File: src/core_pkg.sv
// Purpose: Constants and types for the 14-bit-word core execute block
// Assumes: One pclk, one instruction cycle is four phase enables
// Notes:   Register map reached over APB, one aligned word per register
package core_pkg;
   localparam int          INSTR_W       = 14;
   localparam int          PC_W          = 13;
   localparam int          STACK_DEPTH   = 8;
   localparam int          FILE_ADDR_W   = 7;
   localparam int          BANK_BYTES    = 128;
   localparam int          PAGE_W        = 11;
   localparam int          PHASES        = 4;
   localparam logic [12:0] RESET_VECTOR  = 13'h0000;
   localparam logic [12:0] IRQ_VECTOR    = 13'h0004;
   localparam int          GIE_BIT       = 7;
   localparam logic [7:0]  OPTION_RESET  = 8'hff;
   // APB register offsets
   localparam logic [7:0]  ADDR_CTRL     = 8'h00;
   localparam logic [7:0]  ADDR_INSTR    = 8'h04;
   localparam logic [7:0]  ADDR_ACC      = 8'h08;
   localparam logic [7:0]  ADDR_STATUS   = 8'h0c;
   localparam logic [7:0]  ADDR_OPTION   = 8'h10;
   localparam logic [7:0]  ADDR_IRQCTL   = 8'h14;
   localparam logic [7:0]  ADDR_PC       = 8'h18;
   localparam logic [7:0]  ADDR_LATCH    = 8'h1c;
   localparam logic [7:0]  ADDR_POINTER  = 8'h20;
   localparam logic [7:0]  ADDR_FDATA    = 8'h24;
   localparam logic [7:0]  ADDR_PRESC    = 8'h28;
   // Status bit positions
   localparam int          ZERO_BIT      = 2;
   localparam int          BUSY_BIT      = 8;
   // Opcodes
   localparam logic [13:0] OP_IRET       = 14'h0009;
   localparam logic [13:0] OP_OPTION     = 14'h0062;
   localparam logic [13:0] NOP_MASK      = 14'h3f9f;
   localparam logic [13:0] NOP_CODE      = 14'h0000;
   localparam logic [3:0]  PFX_BSET      = 4'h5;
   localparam logic [3:0]  PFX_BTSC      = 4'h6;
   localparam logic [5:0]  PFX_XORL      = 6'h3a;
   localparam logic [5:0]  PFX_XORF      = 6'h06;

   typedef enum logic [3:0] {
      OPK_NOP, OPK_BSET, OPK_BTSC, OPK_IRET, OPK_OPTION, OPK_XORL, OPK_XORF, OPK_ILLEGAL
   } opkind_t;

   typedef struct packed {
      opkind_t                kind;
      logic [2:0]             bit_idx;
      logic [FILE_ADDR_W-1:0] faddr;
      logic [7:0]             literal;
      logic                   dest_file;
   } decoded_t;
endpackage

File: src/instr_decoder.sv
// Purpose: Combinational decode of a 14-bit instruction word
// Assumes: Word valid for the whole instruction cycle
// Notes:   Unknown opcodes execute as idle cycles
module instr_decoder
   import core_pkg::*;
(
   input  wire logic [INSTR_W-1:0] instr,
   output decoded_t                dec
);
   always_comb begin
      dec           = '0;
      dec.bit_idx   = instr[9:7];
      dec.faddr     = instr[6:0];
      dec.literal   = instr[7:0];
      dec.dest_file = instr[7];
      if ((instr & NOP_MASK) == NOP_CODE) begin
         dec.kind = OPK_NOP;
      end else if (instr == OP_IRET) begin
         dec.kind = OPK_IRET;
      end else if (instr == OP_OPTION) begin
         dec.kind = OPK_OPTION;
      end else if (instr[13:10] == PFX_BSET) begin
         dec.kind = OPK_BSET;
      end else if (instr[13:10] == PFX_BTSC) begin
         dec.kind = OPK_BTSC;
      end else if (instr[13:8] == PFX_XORL) begin
         dec.kind = OPK_XORL;
      end else if (instr[13:8] == PFX_XORF) begin
         dec.kind = OPK_XORF;
      end else begin
         dec.kind = OPK_ILLEGAL;
      end
   end
endmodule

File: src/ret_stack.sv
// Purpose: Hardware return-address stack, circular
// Assumes: Push and pop never in the same cycle
// Notes:   Overflow wraps and overwrites the oldest entry
module ret_stack
   import core_pkg::*;
#(
   parameter int DEPTH = STACK_DEPTH
)
(
   input  wire logic            pclk,
   input  wire logic            presetn,
   input  wire logic            push,
   input  wire logic            pop,
   input  wire logic [PC_W-1:0] push_data,
   output logic      [PC_W-1:0] top_entry
);
   localparam int PTR_W = $clog2(DEPTH);
   logic [PC_W-1:0]  mem_ff [DEPTH];
   logic [PTR_W-1:0] sp_ff;

   always_ff @(posedge pclk or negedge presetn) begin
      if (!presetn) begin
         sp_ff <= '0;
      end else if (push) begin
         sp_ff <= sp_ff + 1'b1;
      end else if (pop) begin
         sp_ff <= sp_ff - 1'b1;
      end
   end

   always_ff @(posedge pclk) begin
      if (push) begin
         mem_ff[sp_ff] <= push_data;
      end
   end

   assign top_entry = mem_ff[sp_ff - 1'b1];
endmodule

File: src/core_exec.sv
// Purpose: Execute unit of the 14-bit-word core with APB register access
// Assumes: Software loads a word into the instruction register to issue it
// Notes:   One file byte stands in for the addressed register
module core_exec
   import core_pkg::*;
(
   input  wire logic        pclk,
   input  wire logic        presetn,
   input  wire logic        psel,
   input  wire logic        penable,
   input  wire logic        pwrite,
   input  wire logic [7:0]  paddr,
   input  wire logic [31:0] pwdata,
   output logic      [31:0] prdata,
   output logic             pready,
   output logic             pslverr,
   input  wire logic        irq_request,
   output logic             cycle_done
);
   // ----------------------------------------
   // State
   // ----------------------------------------
   typedef enum logic [1:0] {S_IDLE, S_RUN, S_IDLE2} exec_state_t;

   exec_state_t      state_ff;
   logic [1:0]       phase_ff;
   logic [INSTR_W-1:0] instr_ff;
   logic [7:0]       acc_ff;
   logic             zero_ff;
   logic [7:0]       option_ff;
   logic [7:0]       irqctl_ff;
   logic [PC_W-1:0]  pc_ff;
   logic [4:0]       latch_ff;
   logic [7:0]       pointer_ff;
   logic [7:0]       fdata_ff;
   logic [7:0]       operand_ff;
   logic [7:0]       result_ff;
   logic             skip_ff;
   logic [8:0]       presc_ff;
   logic             start;
   logic             wr_en;
   logic             phase_last;
   logic             push;
   logic             pop;
   logic [PC_W-1:0]  top_entry;
   decoded_t         dec;

   instr_decoder u_dec (
      .instr (instr_ff),
      .dec   (dec)
   );

   ret_stack #(.DEPTH(STACK_DEPTH)) u_stack (
      .pclk      (pclk),
      .presetn   (presetn),
      .push      (push),
      .pop       (pop),
      .push_data (pc_ff),
      .top_entry (top_entry)
   );

   // ----------------------------------------
   // APB slave
   // ----------------------------------------
   assign pready  = 1'b1;
   assign wr_en   = psel && penable && pwrite;
   assign start   = wr_en && (paddr == ADDR_INSTR) && (state_ff == S_IDLE);
   assign pslverr = psel && penable && (paddr > ADDR_PRESC);

   always_comb begin
      prdata = '0;
      unique case (paddr)
         ADDR_CTRL:    prdata = {31'h0, state_ff != S_IDLE};
         ADDR_INSTR:   prdata = {18'h0, instr_ff};
         ADDR_ACC:     prdata = {24'h0, acc_ff};
         ADDR_STATUS:  prdata = {23'h0, state_ff != S_IDLE, 5'h0, zero_ff, 2'h0};
         ADDR_OPTION:  prdata = {24'h0, option_ff};
         ADDR_IRQCTL:  prdata = {24'h0, irqctl_ff};
         ADDR_PC:      prdata = {19'h0, pc_ff};
         ADDR_LATCH:   prdata = {27'h0, latch_ff};
         ADDR_POINTER: prdata = {24'h0, pointer_ff};
         ADDR_FDATA:   prdata = {24'h0, fdata_ff};
         ADDR_PRESC:   prdata = {23'h0, presc_ff};
         default:      prdata = '0;
      endcase
   end

   // ----------------------------------------
   // Phase sequencer
   // ----------------------------------------
   assign phase_last = (phase_ff == 2'd3);
   assign cycle_done = (state_ff != S_IDLE) && phase_last;

   always_ff @(posedge pclk or negedge presetn) begin
      if (!presetn) begin
         state_ff <= S_IDLE;
         phase_ff <= 2'd0;
      end else begin
         unique case (state_ff)
            S_IDLE: begin
               phase_ff <= 2'd0;
               if (start) begin
                  state_ff <= S_RUN;
               end
            end
            S_RUN: begin
               phase_ff <= phase_ff + 2'd1;
               if (phase_last) begin
                  state_ff <= ((dec.kind == OPK_IRET) || skip_ff) ? S_IDLE2 : S_IDLE;
               end
            end
            S_IDLE2: begin
               phase_ff <= phase_ff + 2'd1;
               if (phase_last) begin
                  state_ff <= S_IDLE;
               end
            end
         endcase
      end
   end

   always_ff @(posedge pclk or negedge presetn) begin
      if (!presetn) begin
         instr_ff <= '0;
      end else if (start) begin
         instr_ff <= pwdata[INSTR_W-1:0];
      end
   end

   // ----------------------------------------
   // Datapath: read Q2, compute Q3, write Q4
   // ----------------------------------------
   logic run;
   assign run = (state_ff == S_RUN);

   always_ff @(posedge pclk or negedge presetn) begin
      if (!presetn) begin
         operand_ff <= '0;
         result_ff  <= '0;
         skip_ff    <= 1'b0;
      end else if (run && phase_ff == 2'd1) begin
         operand_ff <= (dec.kind == OPK_XORL) ? dec.literal : fdata_ff;
         skip_ff    <= 1'b0;
      end else if (run && phase_ff == 2'd2) begin
         unique case (dec.kind)
            OPK_BSET: result_ff <= operand_ff | (8'h01 << dec.bit_idx);
            OPK_BTSC: skip_ff   <= ~operand_ff[dec.bit_idx];
            OPK_XORL,
            OPK_XORF: result_ff <= acc_ff ^ operand_ff;
            default:  result_ff <= result_ff;
         endcase
      end
   end

   logic write_ph;
   assign write_ph = run && phase_last;

   always_ff @(posedge pclk or negedge presetn) begin
      if (!presetn) begin
         acc_ff  <= '0;
         zero_ff <= 1'b0;
      end else if (wr_en && paddr == ADDR_ACC) begin
         acc_ff <= pwdata[7:0];
      end else if (write_ph) begin
         if (dec.kind == OPK_XORL || (dec.kind == OPK_XORF && !dec.dest_file)) begin
            acc_ff <= result_ff;
         end
         if (dec.kind == OPK_XORL || dec.kind == OPK_XORF) begin
            zero_ff <= (result_ff == 8'h00);
         end
      end
   end

   always_ff @(posedge pclk or negedge presetn) begin
      if (!presetn) begin
         fdata_ff <= '0;
      end else if (wr_en && paddr == ADDR_FDATA) begin
         fdata_ff <= pwdata[7:0];
      end else if (write_ph && (dec.kind == OPK_BSET ||
                                (dec.kind == OPK_XORF && dec.dest_file))) begin
         fdata_ff <= result_ff;
      end
   end

   always_ff @(posedge pclk or negedge presetn) begin
      if (!presetn) begin
         option_ff <= OPTION_RESET;
      end else if (wr_en && paddr == ADDR_OPTION) begin
         option_ff <= pwdata[7:0];
      end else if (write_ph && dec.kind == OPK_OPTION) begin
         option_ff <= acc_ff;
      end
   end

   // ----------------------------------------
   // Interrupt enable, program counter, stack
   // ----------------------------------------
   logic take_irq;
   assign take_irq = (state_ff == S_IDLE) && !start && irq_request && irqctl_ff[GIE_BIT];
   assign pop  = write_ph && dec.kind == OPK_IRET;
   assign push = take_irq;

   always_ff @(posedge pclk or negedge presetn) begin
      if (!presetn) begin
         irqctl_ff <= '0;
      end else if (run && phase_ff == 2'd2 && dec.kind == OPK_IRET) begin
         irqctl_ff[GIE_BIT] <= 1'b1;
      end else if (take_irq) begin
         irqctl_ff[GIE_BIT] <= 1'b0;
      end else if (wr_en && paddr == ADDR_IRQCTL) begin
         irqctl_ff <= pwdata[7:0];
      end
   end

   always_ff @(posedge pclk or negedge presetn) begin
      if (!presetn) begin
         pc_ff <= RESET_VECTOR;
      end else if (take_irq) begin
         pc_ff <= IRQ_VECTOR;
      end else if (pop) begin
         pc_ff <= top_entry;
      end else if (wr_en && paddr == ADDR_PC) begin
         pc_ff <= {latch_ff[4 -: PC_W-PAGE_W], pwdata[PAGE_W-1:0]};
      end else if (cycle_done && dec.kind != OPK_IRET) begin
         pc_ff <= pc_ff + 13'd1;
      end
   end

   always_ff @(posedge pclk or negedge presetn) begin
      if (!presetn) begin
         latch_ff   <= '0;
         pointer_ff <= '0;
      end else if (wr_en && paddr == ADDR_LATCH) begin
         latch_ff <= pwdata[4:0];
      end else if (wr_en && paddr == ADDR_POINTER) begin
         pointer_ff <= pwdata[7:0];
      end
   end

   // Prescaler: ratio 2^(option[2:0]+1), from 2 to 256
   always_ff @(posedge pclk or negedge presetn) begin
      if (!presetn) begin
         presc_ff <= '0;
      end else if (cycle_done) begin
         if (presc_ff >= ((9'd2 << option_ff[2:0]) - 9'd1)) begin
            presc_ff <= '0;
         end else begin
            presc_ff <= presc_ff + 9'd1;
         end
      end
   end
endmodule

File: config.mk
export PLATFORM = sky130hd
export DESIGN_NAME = core_exec
export DESIGN_NICKNAME = d
export VERILOG_FILES = /design/src/core_pkg.sv /design/src/instr_decoder.sv /design/src/ret_stack.sv /design/src/core_exec.sv
export SDC_FILE = /design/constraint.sdc
export NUM_CORES = 1
export LEC_CHECK = 0
export ABC_AREA = 0
export BUFFER_PORTS_ARGS = -buffer_cell sky130_fd_sc_hd__buf_2
export CAP_MARGIN = 10
export CORE_ASPECT_RATIO = 0.75
export CORE_UTILIZATION = 45
export DETAILED_ROUTE_END_ITERATION = 16
export PLACE_DENSITY = 0.7
export REMOVE_ABC_BUFFERS = 1
export SETUP_SLACK_MARGIN = 0.2
export SLEW_MARGIN = 20
export SYNTH_ARGS = -nofsm -noshare
export SYNTH_HDL_FRONTEND = slang
export SYNTH_SLANG_ARGS = --single-unit
File: constraint.sdc
create_clock -name pclk -period 3.7 [get_ports pclk]
set_input_delay 0.555 -clock pclk [delete_from_list [all_inputs] [get_ports pclk]]
set_output_delay 0.555 -clock pclk [all_outputs]
set_load 0.01 [all_outputs]
==> flow_summary.json <==
{
  "clk_pin_slew_ns": 0.07,
  "finalClockSkew_ns": 0.0245,
  "antenna_found_initial": 0,
  "first_pass_iters": 11,
  "finalSetupTns_ns": 0,
  "worstMarginPinSlew_ns": 0.962,
  "stdcell_area_sq_um": 11800,
  "ys_ff_latch": 210,
  "post_drt_wl_per_cell_um": 22.1,
  "fin_crit_ns": 3.22,
  "io_pins": 81,
  "ys_async_sr_fraction": 0.505,
  "n_antenna_cell": 0,
  "root_buffer": "clkbuf_16",
  "setup_viol_count_final": 0,
  "rsz0062_at_grt": "false",
  "synth_commonest_cells": "104 x edfxtp_1, 98 x dfrtp_1, 68 x nor2_1",
  "vias": 7357,
  "synth_ff_type": "edfxtp_1",
  "area_delta_synth_final_pct": 11.1,
  "die_w_um": 179,
  "avgSynthCellArea_sq_um": 12.4,
  "hold_slack_ns": 0.0728,
  "cp-endpoint": "cycle_done",
  "grt-ovfl-total": 0,
  "path_class": "reg2out",
  "ys_seq_area_frac": 0.547,
  "outcome": "complete, but fails checks",
  "drc_errors": 6,
  "nets": 959,
  "initial_core_util": 0.459,
  "die_y_um": 135,
  "r2r-start": "option_ff[1]",
  "max_freq_mhz": 311,
  "yosys.cell_count.top_type": "edfxtp_1",
  "drtIter0Drc": 809,
  "final_cell_count_no_fill": 1210,
  "cts_made_buffers": 22,
  "grt_pass1_vias": 6985,
  "post-dp-hpwl_um": 18500,
  "syn_inst": 854,
  "worst_skew_pair.late_latency_ns": 0.52,
  "syn_area_sq_um": 10600,
  "hold_path_class": "in2async",
  "peakVddDrop_mv": 0.409,
  "cp.required_ns": 3.14,
  "cts_tree": "built",
  "violations": "DRC",
  "grt_max_degree": 107,
  "slew_viol_final": 0,
  "power.density_nw_per_um2": 575,
  "io_buffers": 43,
  "grtUsageTotal": 0.229,
  "cts_resized": 0,
  "ys_types": 67,
  "die-area_sq_um": 24100,
  "core_area_sq_um": 23100,
  "end_kind": "output port",
  "worst_r2r_path_depth": 11,
  "cap_viol_max_count": 0,
  "drive_above_1_share": 0.218,
  "fillers": 2016,
  "synth_top_cell_area_share": 0.295,
  "crit_path_start_kind": "flop",
  "leakage_nw": 4.74,
  "synth_edf_count": 104,
  "max-slew-margin-rel": 0.356,
  "placed_area_sq_um": 11100,
  "r2r_end": "presc_ff[5]",
  "rows": 48,
  "grt_pass1_wl_um": 41600,
  "yosysWarnings": 0,
  "gp_congestion": 0.936,
  "viasPerCell": 6.08,
  "h-tree-depth": 1,
  "cts_buffer_depth": 3,
  "ant_nets": 0,
  "routed_wl_um": 26700,
  "synth.largest_area_cell": "edfxtp_1",
  "cp-startpoint": "state_ff[1]",
  "arrival_ns": 2.66,
  "hold_viol": 0,
  "cp_max_fo": 12,
  "place_inst": 1170,
  "cts.sinks": 210,
  "synthTopCellsByArea": "edfxtp_1 30%, dfrtp_1 23%, mux4_2 6.0%, mux2i_1 4.8%, mux2_2 4.4%",
  "postCtsSetupBuffers": 0,
  "hold_buffers": 0,
  "regToRegSetupSlack_ns": 0.87,
  "finalCritPeriodShare": 0.870
}
==> report_power, final <==
part           internal [mW]  total, mW  switching [mW]
combinational          0.737       1.56           0.827
sequential              2.74       3.10           0.363
clock                   1.16       2.09           0.927
total                   4.64       6.76            2.12
==> registers in the layout (all words and copies together), names as in the netlist <==
| register | cells |
|---|---|
| u_stack.mem_ff | 104 |
| instr_ff | 14 |
| pc_ff | 13 |
| presc_ff | 9 |
| acc_ff | 8 |
| fdata_ff | 8 |
| irqctl_ff | 8 |
| operand_ff | 8 |
| option_ff | 8 |
| pointer_ff | 8 |
| result_ff | 8 |
| latch_ff | 5 |
| u_stack.sp_ff | 3 |
| phase_ff | 2 |
| state_ff | 2 |
| skip_ff | 1 |
| zero_ff | 1 |
==> placed cells by master (no fill, tap or decap), types with 14 or more instances in the layout <==
| master | netlist | routed |
|---|---|---|
| a22o_1 | 14 | 14 |
| nand3_1 | 20 | 20 |
| buf_4 | 21 | 22 |
| nand2_1 | 65 | 65 |
| buf_2 | 17 | 42 |
| edfxtp_1 | 104 | 104 |
| mux2_2 | 41 | 41 |
| dfrtp_1 | 98 | 97 |
| nor2_1 | 68 | 68 |
| mux2i_1 | 51 | 51 |
| o21ai_0 | 33 | 33 |
| a21oi_1 | 49 | 49 |
| ha_1 | 19 | 19 |
| clkbuf_16 | 0 | 22 |
| mux4_2 | 28 | 28 |
| conb_1 | 2 | 20 |
==> cells by family (layout without fill, tap and decap cells) <==
| group | count (synthesis) | after routing | synth area share |
|---|---|---|---|
| other | 2 | 20 | 0.000710 |
| AO/OA/AOI/OAI | 166 | 166 | 0.105 |
| adder cells (fa/ha/maj) | 19 | 19 | 0.0225 |
| buffers and inverters | 81 | 119 | 0.0418 |
| flip-flops | 210 | 210 | 0.547 |
| XOR/XNOR | 21 | 21 | 0.0174 |
| multiplexers | 120 | 120 | 0.151 |
| AND/OR/NAND/NOR | 235 | 235 | 0.115 |
==> worst min-delay path by stage <==
| stage | from | to | slack [ns] | depth (start not counted) |
|---|---|---|---|---|
| after floorplan | presetn | acc_ff[0] | 0.26 | 0 |
| after detailed placement | phase_ff[0] | phase_ff[0] | 0.48 | 1 |
| after CTS | presetn | operand_ff[2] | 0.13 | 2 |
| after global routing | presetn | operand_ff[2] | 0.16 | 2 |
| after global placement | phase_ff[0] | phase_ff[0] | 0.48 | 1 |
| final | presetn | result_ff[2] | 0.07 | 2 |
==> metrics by stage <==
stage	util	setup slack [ns]	total power [mW]
after CTS	0.510	0.555	6.79
after global routing	0.510	0.338	7.06
after global placement	0.480	0.841	4.66
after detailed placement	0.480	0.803	4.71
after floorplan	-	0.229	4.14
final	0.510	0.480	6.76
==> critical path: stages, from the launching register on <==
cell and delay [ns]:
dfrtp_1 0.38, inv_1 0.10, ha_1 0.42, nand2b_1 0.56, clkinv_1 0.42, buf_2 0.25
==> cell type report <==
cell class,count,area [sq um],share of cell area
clock buffers,23,554,0.0472
clock inverters,17,126,0.0108
inverters,14,52.6,0.00447
multi-input cells,581,4460,0.380
flip-flops and latches,210,5790,0.492
well taps,300,375,0.0319
repair buffers,65,395,0.0336
==> per-layer routing <==
layer	GRT usage	vias up	share of wire
met3	0.0405	36	0.089
met2	0.310	304	0.42
met5	0	-	0
met4	0.0428	0	0.016
li1	-	3276	-
met1	0.377	3741	0.48
Note: power is estimated with default switching activity, not from simulation.
